<file path="src/design/mqs_pkg.sv">
// Shared constants of the multi-queue select and flag block.
package mqs_pkg;

   // Data path and queue geometry.
   localparam int DATA_W = 18;
   localparam int QUEUES = 8;
   localparam int DEPTH  = 16;
   localparam int DEV_W  = 3;

   // APB register byte addresses.
   localparam logic [7:0] REG_CTRL   = 8'h00;
   localparam logic [7:0] REG_STATUS = 8'h04;
   localparam logic [7:0] REG_LEVEL  = 8'h08;

   // Control register fields.
   localparam int          CTRL_AF_LSB   = 0;
   localparam int          CTRL_LVL_LSB  = 16;
   localparam logic [7:0]  AF_OFF_RESET  = 8'h02;

   // Status register fields.
   localparam int ST_OWN_DONE  = 0;
   localparam int ST_CHAIN_OK  = 1;
   localparam int ST_WQ_LSB    = 4;
   localparam int ST_RQ_LSB    = 8;
   localparam int ST_RNULL     = 12;
   localparam int ST_FULL_N    = 16;
   localparam int ST_OV_N      = 17;
   localparam int ST_AF_N      = 18;

   // Loading count at which default configuration loading ends after reset.
   localparam logic [4:0] PROG_CYCLES = 5'h10;

   // Queue selection pipeline: three stages, taps counted from zero.
   localparam int SEL_STAGES = 3;
   localparam int WR_OE_TAP  = 0;
   localparam int WR_TGT_TAP = 1;
   localparam int RD_TGT_TAP = 1;

   // Read-side switch countdown values.
   localparam logic [1:0] SW_LOAD     = 2'h3;
   localparam logic [1:0] SW_INFLIGHT = 2'h2;
   localparam logic [1:0] SW_FALL     = 2'h1;

   // Programming state.
   typedef enum logic {PRG_LOAD, PRG_DONE} mqs_prog_e;

endpackage

</file>
<file path="src/design/mqs_sel_delay.sv">
`timescale 1ns/1ps
// Shift pipeline that delays a queue selection and exposes every stage.
module mqs_sel_delay
   import mqs_pkg::*;
#(
   parameter int W      = 5,
   parameter int STAGES = 3
) (
   input  wire logic                  i_clk,
   input  wire logic                  i_nrst,
   input  wire logic [W-1:0]          i_d,
   output logic      [STAGES*W-1:0]   o_taps
);

   logic [STAGES*W-1:0] taps;
   logic [STAGES*W-1:0] next_taps;

   // Stage zero takes the input, each further stage the one before.
   generate
      if (STAGES > 1) begin : g_multi
         assign next_taps = {taps[(STAGES-1)*W-1:0], i_d};
      end else begin : g_single
         assign next_taps = i_d;
      end
   endgenerate

   assign o_taps = taps;

   // Stages clear to an unselected code so no flag drives out of reset.
   always_ff @(posedge i_clk or negedge i_nrst) begin
      if (!i_nrst) begin
         taps <= '0;
      end else begin
         taps <= next_taps;
      end
   end

endmodule

</file>
<file path="src/design/mqs_qptr.sv">
`timescale 1ns/1ps
// Write pointer, read pointer and occupancy of one queue.
module mqs_qptr
   import mqs_pkg::*;
#(
   parameter int DEPTH_P = 16,
   parameter int AW      = 4
) (
   input  wire logic          i_clk,
   input  wire logic          i_nrst,
   input  wire logic          i_push,
   input  wire logic          i_pop,
   output logic      [AW-1:0] o_wptr,
   output logic      [AW-1:0] o_rptr,
   output logic      [AW:0]   o_count
);

   logic [AW:0] next_count;

   // The caller never pushes a full or pops an empty queue.
   assign next_count = o_count + {{AW{1'b0}}, i_push} - {{AW{1'b0}}, i_pop};

   // Pointers wrap naturally since the depth is a power of two.
   always_ff @(posedge i_clk or negedge i_nrst) begin
      if (!i_nrst) begin
         o_wptr  <= '0;
         o_rptr  <= '0;
         o_count <= '0;
      end else begin
         o_wptr  <= o_wptr + AW'(i_push);
         o_rptr  <= o_rptr + AW'(i_pop);
         o_count <= next_count;
      end
   end

endmodule

</file>
<file path="src/design/mqs_core.sv">
`timescale 1ns/1ps
//////////////////////////////////////////////////////////////////////////////////////////////
module mqs_core
   import mqs_pkg::*;
#(
   parameter int DW = DATA_W,
   parameter int NQ = QUEUES,
   parameter int ND = DEPTH
) (
   input  wire logic              I_CLK,
   input  wire logic              I_NRST,
   input  wire logic              I_PSEL,
   input  wire logic              I_PENABLE,
   input  wire logic              I_PWRITE,
   input  wire logic [7:0]        I_PADDR,
   input  wire logic [31:0]       I_PWDATA,
   output logic      [31:0]       O_PRDATA,
   output logic                   O_PREADY,
   output logic                   O_PSLVERR,
   input  wire logic [DEV_W-1:0]  I_DEVICE_SELECT_CODE,
   input  wire logic              I_SERIAL_ENABLE_IN_N,
   output logic                   O_PROGRAMMING_DONE_OUT_N,
   input  wire logic              I_WR_QSEL,
   input  wire logic [DEV_W-1:0]  I_WR_QDEV,
   input  wire logic [2:0]        I_WR_QNUM,
   input  wire logic              I_WEN_N,
   input  wire logic [DW-1:0]     I_WDATA,
   output logic                   O_QUEUE_FULL_N,
   output logic                   O_QUEUE_FULL_N_OE,
   output logic                   O_ALMOST_FULL_N,
   output logic                   O_ALMOST_FULL_N_OE,
   input  wire logic              I_RD_QSEL,
   input  wire logic [DEV_W-1:0]  I_RD_QDEV,
   input  wire logic [2:0]        I_RD_QNUM,
   input  wire logic              I_RD_NULL,
   input  wire logic              I_REN_N,
   input  wire logic              I_OE_N,
   output logic      [DW-1:0]     O_RDATA,
   output logic                   O_RDATA_OE,
   output logic                   O_OUTPUT_VALID_N,
   output logic                   O_OUTPUT_VALID_N_OE
);

   localparam int AW = $clog2(ND);
   localparam int QW = 3;
   localparam int WSW = QW + 1;
   localparam int RSW = QW + 2;

   //////////////////////////////////////////////////////////////////////////////////////////
   // Default programming.

   mqs_prog_e   prog_state;
   mqs_prog_e   next_prog_state;
   logic [4:0]  prog_cnt;
   logic        own_done;
   logic        ops_ok;

   // Loading counts on the system clock alone, so a serial clock pin is never needed.
   always_comb begin
      next_prog_state = prog_state;
      case (prog_state)
         PRG_LOAD: begin
            if (prog_cnt == PROG_CYCLES) begin
               next_prog_state = PRG_DONE;
            end
         end
         PRG_DONE: next_prog_state = PRG_DONE;
         default:  next_prog_state = PRG_LOAD;
      endcase
   end

   always_ff @(posedge I_CLK or negedge I_NRST) begin
      if (!I_NRST) begin
         prog_state <= PRG_LOAD;
         prog_cnt   <= '0;
      end else begin
         prog_state <= next_prog_state;
         prog_cnt   <= (prog_state == PRG_LOAD) ? prog_cnt + 5'h01 : prog_cnt;
      end
   end

   // The chain input passes through only once this device has finished loading.
   assign own_done = (prog_state == PRG_DONE);
   assign ops_ok   = own_done && !I_SERIAL_ENABLE_IN_N;

   always_ff @(posedge I_CLK or negedge I_NRST) begin
      if (!I_NRST) begin
         O_PROGRAMMING_DONE_OUT_N <= 1'b1;
      end else begin
         O_PROGRAMMING_DONE_OUT_N <= !ops_ok;
      end
   end

   //////////////////////////////////////////////////////////////////////////////////////////
   // Per-queue pointers and storage.

   logic [AW-1:0] q_wptr  [NQ];
   logic [AW-1:0] q_rptr  [NQ];
   logic [AW:0]   q_count [NQ];
   logic [NQ-1:0] q_push;
   logic [NQ-1:0] q_pop;
   logic [DW-1:0] mem [NQ*ND];

   generate
      for (genvar g = 0; g < NQ; g++) begin : g_q
         mqs_qptr #(
            .DEPTH_P (ND),
            .AW      (AW)
         ) u_ptr (
            .i_clk   (I_CLK),
            .i_nrst  (I_NRST),
            .i_push  (q_push[g]),
            .i_pop   (q_pop[g]),
            .o_wptr  (q_wptr[g]),
            .o_rptr  (q_rptr[g]),
            .o_count (q_count[g])
         );
      end
   endgenerate

   //////////////////////////////////////////////////////////////////////////////////////////
   // Write port selection pipeline.

   logic [WSW-1:0]            wr_sel;
   logic [SEL_STAGES*WSW-1:0] wr_taps;
   logic [WSW-1:0]            wr_tgt;
   logic [WSW-1:0]            wr_oe_sel;
   logic [QW-1:0]             wt_q;
   logic                      wt_here;
   logic                      wt_full;
   logic                      wt_afull;
   logic                      wr_go;
   logic [7:0]                af_off;
   logic [AW:0]               af_level;

   // Select codes are compared to the strap; a single device ties both low.
   always_ff @(posedge I_CLK or negedge I_NRST) begin
      if (!I_NRST) begin
         wr_sel <= '0;
      end else if (I_WR_QSEL && ops_ok) begin
         wr_sel <= {(I_WR_QDEV == I_DEVICE_SELECT_CODE), I_WR_QNUM};
      end
   end

   mqs_sel_delay #(
      .W      (WSW),
      .STAGES (SEL_STAGES)
   ) u_wr_delay (
      .i_clk  (I_CLK),
      .i_nrst (I_NRST),
      .i_d    (wr_sel),
      .o_taps (wr_taps)
   );

   // Writes and flags follow the delayed selection, so the old queue lingers.
   assign wr_tgt    = wr_taps[WR_TGT_TAP*WSW +: WSW];
   assign wr_oe_sel = wr_taps[WR_OE_TAP*WSW +: WSW];
   assign wt_q      = wr_tgt[QW-1:0];
   assign wt_here   = wr_tgt[QW];
   assign wt_full   = (q_count[wt_q] == (AW+1)'(ND));
   assign af_level  = (AW+1)'(ND) - (AW+1)'(af_off);
   assign wt_afull  = (q_count[wt_q] >= af_level);
   assign wr_go     = !I_WEN_N && wt_here && !wt_full && ops_ok;

   // Flags are registered, so a read that frees space shows one cycle late.
   always_ff @(posedge I_CLK or negedge I_NRST) begin
      if (!I_NRST) begin
         O_QUEUE_FULL_N  <= 1'b1;
         O_ALMOST_FULL_N <= 1'b1;
      end else begin
         O_QUEUE_FULL_N  <= !(wt_full || (wr_go && q_count[wt_q] == (AW+1)'(ND - 1)));
         O_ALMOST_FULL_N <= !wt_afull;
      end
   end

   // The full flag floats until the new device has held the selection two cycles.
   assign O_QUEUE_FULL_N_OE  = wr_oe_sel[QW] && wt_here;
   assign O_ALMOST_FULL_N_OE = wr_oe_sel[QW] && wt_here;

   //////////////////////////////////////////////////////////////////////////////////////////
   // Read port selection and switch countdown.

   logic [RSW-1:0]            rd_sel;
   logic [SEL_STAGES*RSW-1:0] rd_taps;
   logic [RSW-1:0]            rd_tgt;
   logic [RSW-1:0]            rd_prev;
   logic [1:0]                sw_cnt;
   logic                      same_dev;

   always_ff @(posedge I_CLK or negedge I_NRST) begin
      if (!I_NRST) begin
         rd_sel <= '0;
         sw_cnt <= '0;
      end else if (I_RD_QSEL && ops_ok) begin
         rd_sel <= {(I_RD_QDEV == I_DEVICE_SELECT_CODE), I_RD_NULL, I_RD_QNUM};
         sw_cnt <= SW_LOAD;
      end else if (sw_cnt != 2'h0) begin
         sw_cnt <= sw_cnt - 2'h1;
      end
   end

   mqs_sel_delay #(
      .W      (RSW),
      .STAGES (SEL_STAGES)
   ) u_rd_delay (
      .i_clk  (I_CLK),
      .i_nrst (I_NRST),
      .i_d    (rd_sel),
      .o_taps (rd_taps)
   );

   assign rd_tgt   = rd_taps[RD_TGT_TAP*RSW +: RSW];
   assign rd_prev  = rd_taps[(RD_TGT_TAP-1)*RSW +: RSW];
   assign same_dev = (rd_prev[RSW-1] == rd_tgt[RSW-1]);

   //////////////////////////////////////////////////////////////////////////////////////////
   // First-word fall-through output stage.

   logic [QW-1:0] rt_q;
   logic          rt_here;
   logic          rt_null;
   logic          rt_empty;
   logic          rd_want;
   logic          rd_adv;
   logic          rd_pop;

   assign rt_q    = rd_tgt[QW-1:0];
   assign rt_null = rd_tgt[QW];
   assign rt_here = rd_tgt[RSW-1];

   // The null queue looks empty, so nothing refills the output pipeline.
   assign rt_empty = rt_null || (q_count[rt_q] == '0);

   // A stale or invalid output is refilled as soon as a word exists.
   assign rd_want = !I_REN_N || O_OUTPUT_VALID_N;

   // During a switch the advance is forced: in-flight words first when same_dev holds, then the new queue.
   always_comb begin
      case (sw_cnt)
         SW_FALL:     rd_adv = 1'b1;
         SW_INFLIGHT: rd_adv = same_dev;
         default:     rd_adv = rd_want;
      endcase
   end

   assign rd_pop = rd_adv && rt_here && !rt_empty && ops_ok;

   // Each queue pushes and pops only through its own pointers.
   always_comb begin
      q_push = '0;
      q_pop  = '0;
      q_push[wt_q] = wr_go;
      q_pop[rt_q]  = rd_pop;
   end

   always_ff @(posedge I_CLK) begin
      if (wr_go) begin
         mem[{wt_q, q_wptr[wt_q]}] <= I_WDATA;
      end
   end

   // Empty queues leave the last word in place and mark it invalid.
   always_ff @(posedge I_CLK or negedge I_NRST) begin
      if (!I_NRST) begin
         O_RDATA          <= '0;
         O_OUTPUT_VALID_N <= 1'b1;
      end else if (rd_pop) begin
         O_RDATA          <= mem[{rt_q, q_rptr[rt_q]}];
         O_OUTPUT_VALID_N <= 1'b0;
      end else if (rd_adv && rt_here) begin
         O_OUTPUT_VALID_N <= 1'b1;
      end
   end

   // Output enable only gates the drivers, so the register keeps its word.
   assign O_RDATA_OE          = rt_here && !I_OE_N;
   assign O_OUTPUT_VALID_N_OE = rt_here;

   //////////////////////////////////////////////////////////////////////////////////////////
   // APB slave.

   logic       bus_setup;
   logic       bus_write;
   logic       hit_ctrl;
   logic       hit_status;
   logic       hit_level;
   logic       hit_any;
   logic [2:0] lvl_q;
   logic [31:0] ctrl_word;
   logic [31:0] status_word;
   logic [31:0] level_word;
   logic [31:0] rd_mux;

   assign hit_ctrl   = (I_PADDR == REG_CTRL);
   assign hit_status = (I_PADDR == REG_STATUS);
   assign hit_level  = (I_PADDR == REG_LEVEL);
   assign hit_any    = hit_ctrl || hit_status || hit_level;
   assign bus_setup  = I_PSEL && !I_PENABLE;
   assign bus_write  = I_PSEL && I_PENABLE && I_PWRITE && hit_ctrl;

   // Every access completes at once; unmapped addresses answer with an error.
   assign O_PREADY  = 1'b1;
   assign O_PSLVERR = I_PSEL && I_PENABLE && !hit_any;

   always_comb begin
      ctrl_word = '0;
      ctrl_word[CTRL_AF_LSB +: 8]  = af_off;
      ctrl_word[CTRL_LVL_LSB +: 3] = lvl_q;
   end

   always_comb begin
      status_word = '0;
      status_word[ST_OWN_DONE]       = own_done;
      status_word[ST_CHAIN_OK]       = ops_ok;
      status_word[ST_WQ_LSB +: QW]   = wt_q;
      status_word[ST_RQ_LSB +: QW]   = rt_q;
      status_word[ST_RNULL]          = rt_null;
      status_word[ST_FULL_N]         = O_QUEUE_FULL_N;
      status_word[ST_OV_N]           = O_OUTPUT_VALID_N;
      status_word[ST_AF_N]           = O_ALMOST_FULL_N;
   end

   assign level_word = {{(31-AW){1'b0}}, q_count[lvl_q]};
   assign rd_mux     = hit_ctrl ? ctrl_word : hit_status ? status_word :
                       hit_level ? level_word : 32'h0000_0000;

   // Software sets the almost-full distance and which queue the level register shows.
   always_ff @(posedge I_CLK or negedge I_NRST) begin
      if (!I_NRST) begin
         af_off <= AF_OFF_RESET;
         lvl_q  <= '0;
      end else if (bus_write) begin
         af_off <= I_PWDATA[CTRL_AF_LSB +: 8];
         lvl_q  <= I_PWDATA[CTRL_LVL_LSB +: 3];
      end
   end

   // Read data is captured in the setup cycle and stands through the access.
   always_ff @(posedge I_CLK or negedge I_NRST) begin
      if (!I_NRST) begin
         O_PRDATA <= '0;
      end else if (bus_setup && !I_PWRITE) begin
         O_PRDATA <= rd_mux;
      end
   end

endmodule

</file>
<file path="config.mk">
export PLATFORM = sky130hd
export DESIGN_NAME = mqs_core
export DESIGN_NICKNAME = d
export VERILOG_FILES = /design/src/design/mqs_pkg.sv /design/src/design/mqs_sel_delay.sv /design/src/design/mqs_qptr.sv /design/src/design/mqs_core.sv
export SDC_FILE = /design/constraint.sdc
export NUM_CORES = 2
export LEC_CHECK = 0
export ABC_AREA = 1
export CORE_UTILIZATION = 63
export DETAILED_ROUTE_END_ITERATION = 16
export DONT_BUFFER_PORTS = 1
export PLACE_DENSITY = 0.79
export REMOVE_ABC_BUFFERS = 1
export SETUP_SLACK_MARGIN = 0.1
export SYNTH_ARGS = -nofsm -noshare
export SYNTH_HDL_FRONTEND = slang
export SYNTH_SLANG_ARGS = --single-unit
export TNS_END_PERCENT = 50
</file>
<file path="constraint.sdc">
create_clock -name I_CLK -period 3.9 [get_ports I_CLK]
set_clock_uncertainty 0.1 [all_clocks]
set_input_delay 0.585 -clock I_CLK [delete_from_list [all_inputs] [get_ports I_CLK]]
set_output_delay 0.585 -clock I_CLK [all_outputs]
set_load 0.02 [all_outputs]
</file>
After elaboration in Yosys (flattened, before gate mapping) --
Memory sizes are Yosys's and may differ from the RTL's. A register that Yosys moved wholly into a read port is not among the register bits. Index checks and enable logic that the tools add are counted. Widths: inputs -> output; s select.
Word-level totals: bits in registers 186, memories kept 1, RAM bits 2304, word-level logic and storage cells 172
Cells by class: add/sub/neg operators 35, eq/ne operators 10, reductions and logical operators 43, bitwise gates (word level) 6, mux-type cells 31, $lt $le $gt $ge 8
Memory list:
- mem | depth 128, width 18, rd ports 1, clocked after Yosys merged registers in 1, write ports 1, line mqs_core.sv:102 | logic [DW-1:0] mem [NQ*ND];
Operators with widths (number):
- $add 4x1->4 | 16
- $bmux 5 s3 | 3
- $add 5x1->5 | 8
- $sub 5x1->5 | 8
- $mux 19 | 2
- $mux 5 | 7
- $bmux 4 s3 | 2
- $logic_and 1x1->1 | 20
- $and 8x8->8 | 2
- $mux 4 | 4
- $logic_not 1->1 | 13
- $ge 4x4->1 const B | 3
- $not 3->4 | 3
- $eq 5x5->1 const B | 2
- $eq 8x3->1 const B | 1
- $eq 8x4->1 const B | 1
- $logic_not 8->1 | 1
- $lt 3x4->1 const B | 2
- $mux 1 | 7
- $demux 1 s3 | 2
- $eq 3x3->1 | 2
- $ge 3x1->1 const B | 2
- $reduce_bool 2->1 | 3
- $add 5x1->5 const B | 1
- other kinds (12) | 18

Longest topological paths before layout --
depth in word-level cells 11, mapped depth 19

Modules after synthesis --
Synthesis repeated with hierarchy kept, for this count alone.
Second synthesis, totals: cells, all modules 9988, area total of the unflattened synthesis 108621.7 um2
Modules (own cells, without submodules):
- mqs_core | sequential area each 70819.2 um2, area an instance 102958.7 um2, cells an instance 9502, instances 1
- mqs_qptr (g_q[0].u_ptr ...) | sequential area each 325.3 um2, area an instance 621.8 um2, cells an instance 57, instances 7
- mqs_qptr (g_q[7].u_ptr) | sequential area each 325.3 um2, area an instance 634.4 um2, cells an instance 60, instances 1
- mqs_sel_delay (u_rd_delay) | sequential area each 375.4 um2, area an instance 375.4 um2, cells an instance 15, instances 1
- mqs_sel_delay (u_wr_delay) | sequential area each 300.3 um2, area an instance 300.3 um2, cells an instance 12, instances 1

Least setup slack after synthesis --
OpenSTA, ideal clock, no wires.
path kind reg2reg, start point register u_wr_delay.taps[6], in the netlist u_wr_delay.o_taps[6], end point memory mem[101][0] in the netlist's numbering (enable), slack 0.700 ns, data required time 3.408 ns, buffers on the path 2, setup time 0.392 ns, data arrival time 2.707 ns, cell stages (with the launch flop) 13, cell sequence dfrtp_1 > inv_1 > nand3_1 > inv_1 > a221oi_1 > nand3_1 > nand3_1 > nand2_1 > buf_2 > nor2_4 > nand2_1 > buf_2 > nor2_1
On the way: longest elaborated chain between the ends 10, elaborated cells between the ends (all ways) 13
RTL lines:
- start: declaration | line mqs_sel_delay.sv:15 | logic [STAGES*W-1:0] taps;
- start signal: assignment | line mqs_sel_delay.sv:34 | taps <= next_taps;
- $not 3->4 (implied by the code) | line mqs_core.sv:160, mqs_core.sv:258
- $bmux 5 s3 | line mqs_core.sv:160 | assign wt_full = (q_count[wt_q] == (AW+1)'(ND));
- $mux 5 (implied by the code) (2 in series) | line mqs_core.sv:160
- $eq 5x5->1 | line mqs_core.sv:160
- $logic_not 1->1 | line mqs_core.sv:163 | assign wr_go = !I_WEN_N && wt_here && !wt_full && ops_ok;
- $logic_and 1x1->1 (2 in series) | line mqs_core.sv:163
- $mux 1 | line mqs_core.sv:257 | if (wr_go) begin
- $mux 1 (implied by the code) | line mqs_core.sv:258 | mem[{wt_q, q_wptr[wt_q]}] <= I_WDATA;
- end: declaration | line mqs_core.sv:102
Several ways; a longest one is shown, not always the timed one. The select of a mux whose other input is x is not followed.

Worst setup path after layout --
start point register u_rd_delay.taps[5], in the netlist u_rd_delay.o_taps[5], end point register O_RDATA[10] (read register of mem)
On the way: longest elaborated chain between the ends 9, elaborated cells between the ends (all ways) 12
RTL lines:
- start: declaration | line mqs_sel_delay.sv:15
- start signal: assignment | line mqs_sel_delay.sv:34
- $not 3->4 (implied by the code) | line mqs_core.sv:232, mqs_core.sv:268
- $bmux 5 s3 | line mqs_core.sv:232 | assign rt_empty = rt_null || (q_count[rt_q] == '0);
- $mux 5 (implied by the code) (2 in series) | line mqs_core.sv:232
- $logic_not 5->1 | line mqs_core.sv:232
- $logic_or 1x1->1 | line mqs_core.sv:232
- $logic_not 1->1 | line mqs_core.sv:246 | assign rd_pop = rd_adv && rt_here && !rt_empty && ops_ok;
- $logic_and 1x1->1 (2 in series) | line mqs_core.sv:246
- end: declaration | line mqs_core.sv:38 | output logic [DW-1:0] O_RDATA,
Several ways; a longest one is shown, not always the timed one. The select of a mux whose other input is x is not followed. A chain may end at the register's enable or synchronous reset.

==> results.md <==
- Static Leak: 41.83 nW
- Area leader, netlist: edfxtp_1
- Tmin final: 3753 ps
- Main area contributors after synthesis: edfxtp_1 (68%), nand3_1 (11%), nand2_1 (9.6%)
- Final Hold Viols: 187
- #FFs+latches synth: 2491
- Worst VDD drop: 0.0004971 V
- Max transition margin: 0.3857
- Vias in the first global route: 68380
- Mapped Area: 101900 sq um
- Vias/cell: 6.305
- FILL cells: 9907
- RSZ-0062 raised after global routing: yes
- Worst setup EP type: register
- Initial antenna violation count: 7
- Crit path kind: register to register
- Non-Filler Instances: 11050
- Clk sinks: 2491
- Post-synth EDFFs: 2304
- Status: finished, violations left
- Clock root buffer master: clkbuf_16
- Violations in the final reports: negative hold slack
- IO Port Bufs: 0
- Share of the synthesized area in the top cell type: 0.6787
- Pwr/cell area: 616.5 nW/um^2
- Data arrival, critical path: 4440 ps
- GRT overflow: 0
- Ports: 145
- Worst hold path class: input pin to async pin
- Die area: 163400 sq um
- Slew Limit Fails: 0
- Die width: 404.3 um
- Dominant synthesized flop cell: edfxtp_1
- Clock latency on the worst-skew pair: 880 ps
- Yosys warns: 0
- DRT antenna net count: 0
- H-Tree Depth: 4
- # setup viols final: 0
- First-pass GRT wire length: 404700 um
- Placed insts: 10550
- WHS: -693.7 ps
- Crit path launch type: register
- Worst slew pin tran: 921.5 ps
- Routability-driven placement congestion ratio: 0.9227
- Ant. Diodes: 0
- Final core occ: 0.7111
- Drt first pass iters: 8
- Clk buf depth: 3
- Die H: 404.3 um
- Core Region: 160600 sq um
- Sequential area share after synthesis: 0.7247
- Std-Cell Rows: 147
- Post-synthesis cell type count: 47
- Max-cap check violation count: 0
- Wire length per cell: 24.54 um
- Worst Path Max Fanout: 39
- Post-Synthesis Cells: 8623
- Synth async-reset ratio: 0.07507
- Starting Density: 0.6349
- Achievable clock frequency: 0.2665 GHz
- Routed vias: 69670
- DR DRC count: 0
- TritonCTS clock tree: done
- Total Wirelength: 271100 um
- Hpwl dp: 146700 um
- Period utilisation layout: 0.9622
- Total GRT Usage: 0.3310
- CTS clk-pin slew, worst paths: 70 ps
- CTS Buf Count: 231
- Worst path required time: 4580 ps
- Post-cts hold buffer count: 55
- Nets: 8859
- Share of cells above drive strength 1: 0.08764
- Pin count of the biggest net entering global routing: 188
- P&R area growth vs syn: 12.01%
- DRT iter0 DRCs: 9769
- Synthesized area per cell: 11.82 sq um
-- sequential cells by signal (all words and copies together), names as in the netlist, 8 cells and up --
register,count
g_q.u_ptr.o_wptr,32
af_off,8
O_PRDATA,15
O_RDATA,18
mem,2304
u_rd_delay.o_taps,10
g_q.u_ptr.o_count,40
u_wr_delay.o_taps,8
g_q.u_ptr.o_rptr,32
-- placed cells by master, fill, tap and decap left out, types with 52 or more instances in the layout --
cell / netlist / routed
ha_1: 83 / 83
nand3_1: 2230 / 2227
inv_1: 144 / 144
nor2_2: 2 / 68
buf_12: 0 / 65
xor2_1: 54 / 54
nor2_1: 241 / 175
edfxtp_1: 2304 / 2304
dfrtp_1: 182 / 181
clkbuf_16: 0 / 240
nand2_1: 2595 / 2592
clkinv_2: 0 / 52
buf_4: 40 / 223
-- metal layers --
| layer | vias up | part of all wire | global-route usage |
|---|---|---|---|
| met5 | - | 0.00035 | 0 |
| met4 | 14 | 0.054 | 0.1748 |
| met3 | 821 | 0.12 | 0.06738 |
| met2 | 4723 | 0.47 | 0.5246 |
| met1 | 33590 | 0.35 | 0.4355 |
| li1 | 30520 | - | - |
-- worst max-delay path: stages, from the launching register on --
cell	delay [ps]
dfrtp_4	560
inv_4	160
nand2_1	310
o22ai_1	170
nor2_1	350
nand2_8	240
inv_6	310
buf_12	290
buf_4	280
nand3_1	90
nand3_1	180
nand2_1	110
nand2_1	90
nand3_1	140
nor2_1	120
nor2_1	50
-- cells by family after synthesis --
| family | Yosys count | share of synthesized area |
|---|---|---|
| and+or+nand+nor | 5100 | 0.2162 |
| DFF | 2491 | 0.7247 |
| buffers and inverters | 695 | 0.03002 |
| AOI/OAI and AO/OA | 149 | 0.008703 |
| adders and majority gates | 91 | 0.01176 |
| xor gates and xnor gates | 77 | 0.006616 |
| muxes | 18 | 0.001988 |
| other | 2 | 0.00007367 |
-- final timing paths --
check | depth (start not counted) | to | start | slack, ps
min in group I_CLK | 1 | mem[102][10] | I_WDATA[10] | 90
worst min-delay path | 0 | own_done | I_NRST | -690
worst min register to register | 0 | u_rd_delay.o_taps[5] | u_rd_delay.o_taps[0] | 250
worst max register to register | 15 | O_RDATA[10] | u_rd_delay.o_taps[5] | 150
max in group asynchronous | 0 | O_ALMOST_FULL_N | I_NRST | 4130
worst max-delay path | 15 | O_RDATA[10] | u_rd_delay.o_taps[5] | 150
-- where the power goes --
group          leakage, nW  internal, W  total, W  switching, W
logic                 15.0      0.00499    0.0172        0.0122
registers             23.0       0.0296    0.0303      0.000732
clock network         3.77       0.0129    0.0228       0.00990
-- synth_stat cells (2+ instances only) --
library cell and n:
a21oi_1 50, a221oi_1 7, a22o_1 3, a22oi_1 5, a2bb2oi_1 5, buf_1 65, buf_2 223, buf_4 40
buf_6 3, clkbuf_1 208, clkinv_1 2, conb_1 2, dfrtp_1 182, dfstp_2 5, edfxtp_1 2304, fa_1 8
ha_1 83, inv_1 144, inv_2 10, mux2_2 18, nand2_1 2595, nand2_2 2, nand3_1 2230, nand3_2 2
nand4_1 13, nor2_1 241, nor2_2 2, nor2_4 2, nor3_1 5, nor4_1 6, o2111ai_1 2, o21ai_0 47
o221ai_1 2, o22ai_1 13, o31ai_1 6, o41ai_1 2, xnor2_1 23, xor2_1 54
-- stage by stage --
stage | power (W) | area [sq um] | TNS, ps | worst slack [ps]
final | 0.07040 | 114200 | 0 | 147.4
after global routing | 0.07268 | 114200 | 0 | 85.75
after CTS | 0.06994 | 114100 | 0 | 106.9
after detailed placement | 0.04689 | 105500 | 0 | 124.7
after global placement | 0.04635 | 105500 | 0 | 150.4
after floorplan | 0.04245 | 99520 | -296480 | -14290
-- cell type report --
cell class                      instances  area (sq um)  area share
Sequential cell                      2491         73880      0.6470
Multi-Input combinational cell       5453         25310      0.2216
Tap cell                             2160          2703     0.02367
Clock buffer                          287          6231     0.05457
Inverter                              156         608.1    0.005325
Timing Repair Buffer                  350          3970     0.03477
Clock inverter                        152          1490     0.01305
-- what timing repair did --
| action | 4_1_cts | 5_1_grt |
|---|---|---|
| setup endpoints to repair | 0 | 1181 |
| hold endpoints to repair | 2523 | 187 |
| setup buffers | 0 | 2 |
| resized for setup | 0 | 14 |
Power figures use the tool's default switching activity.
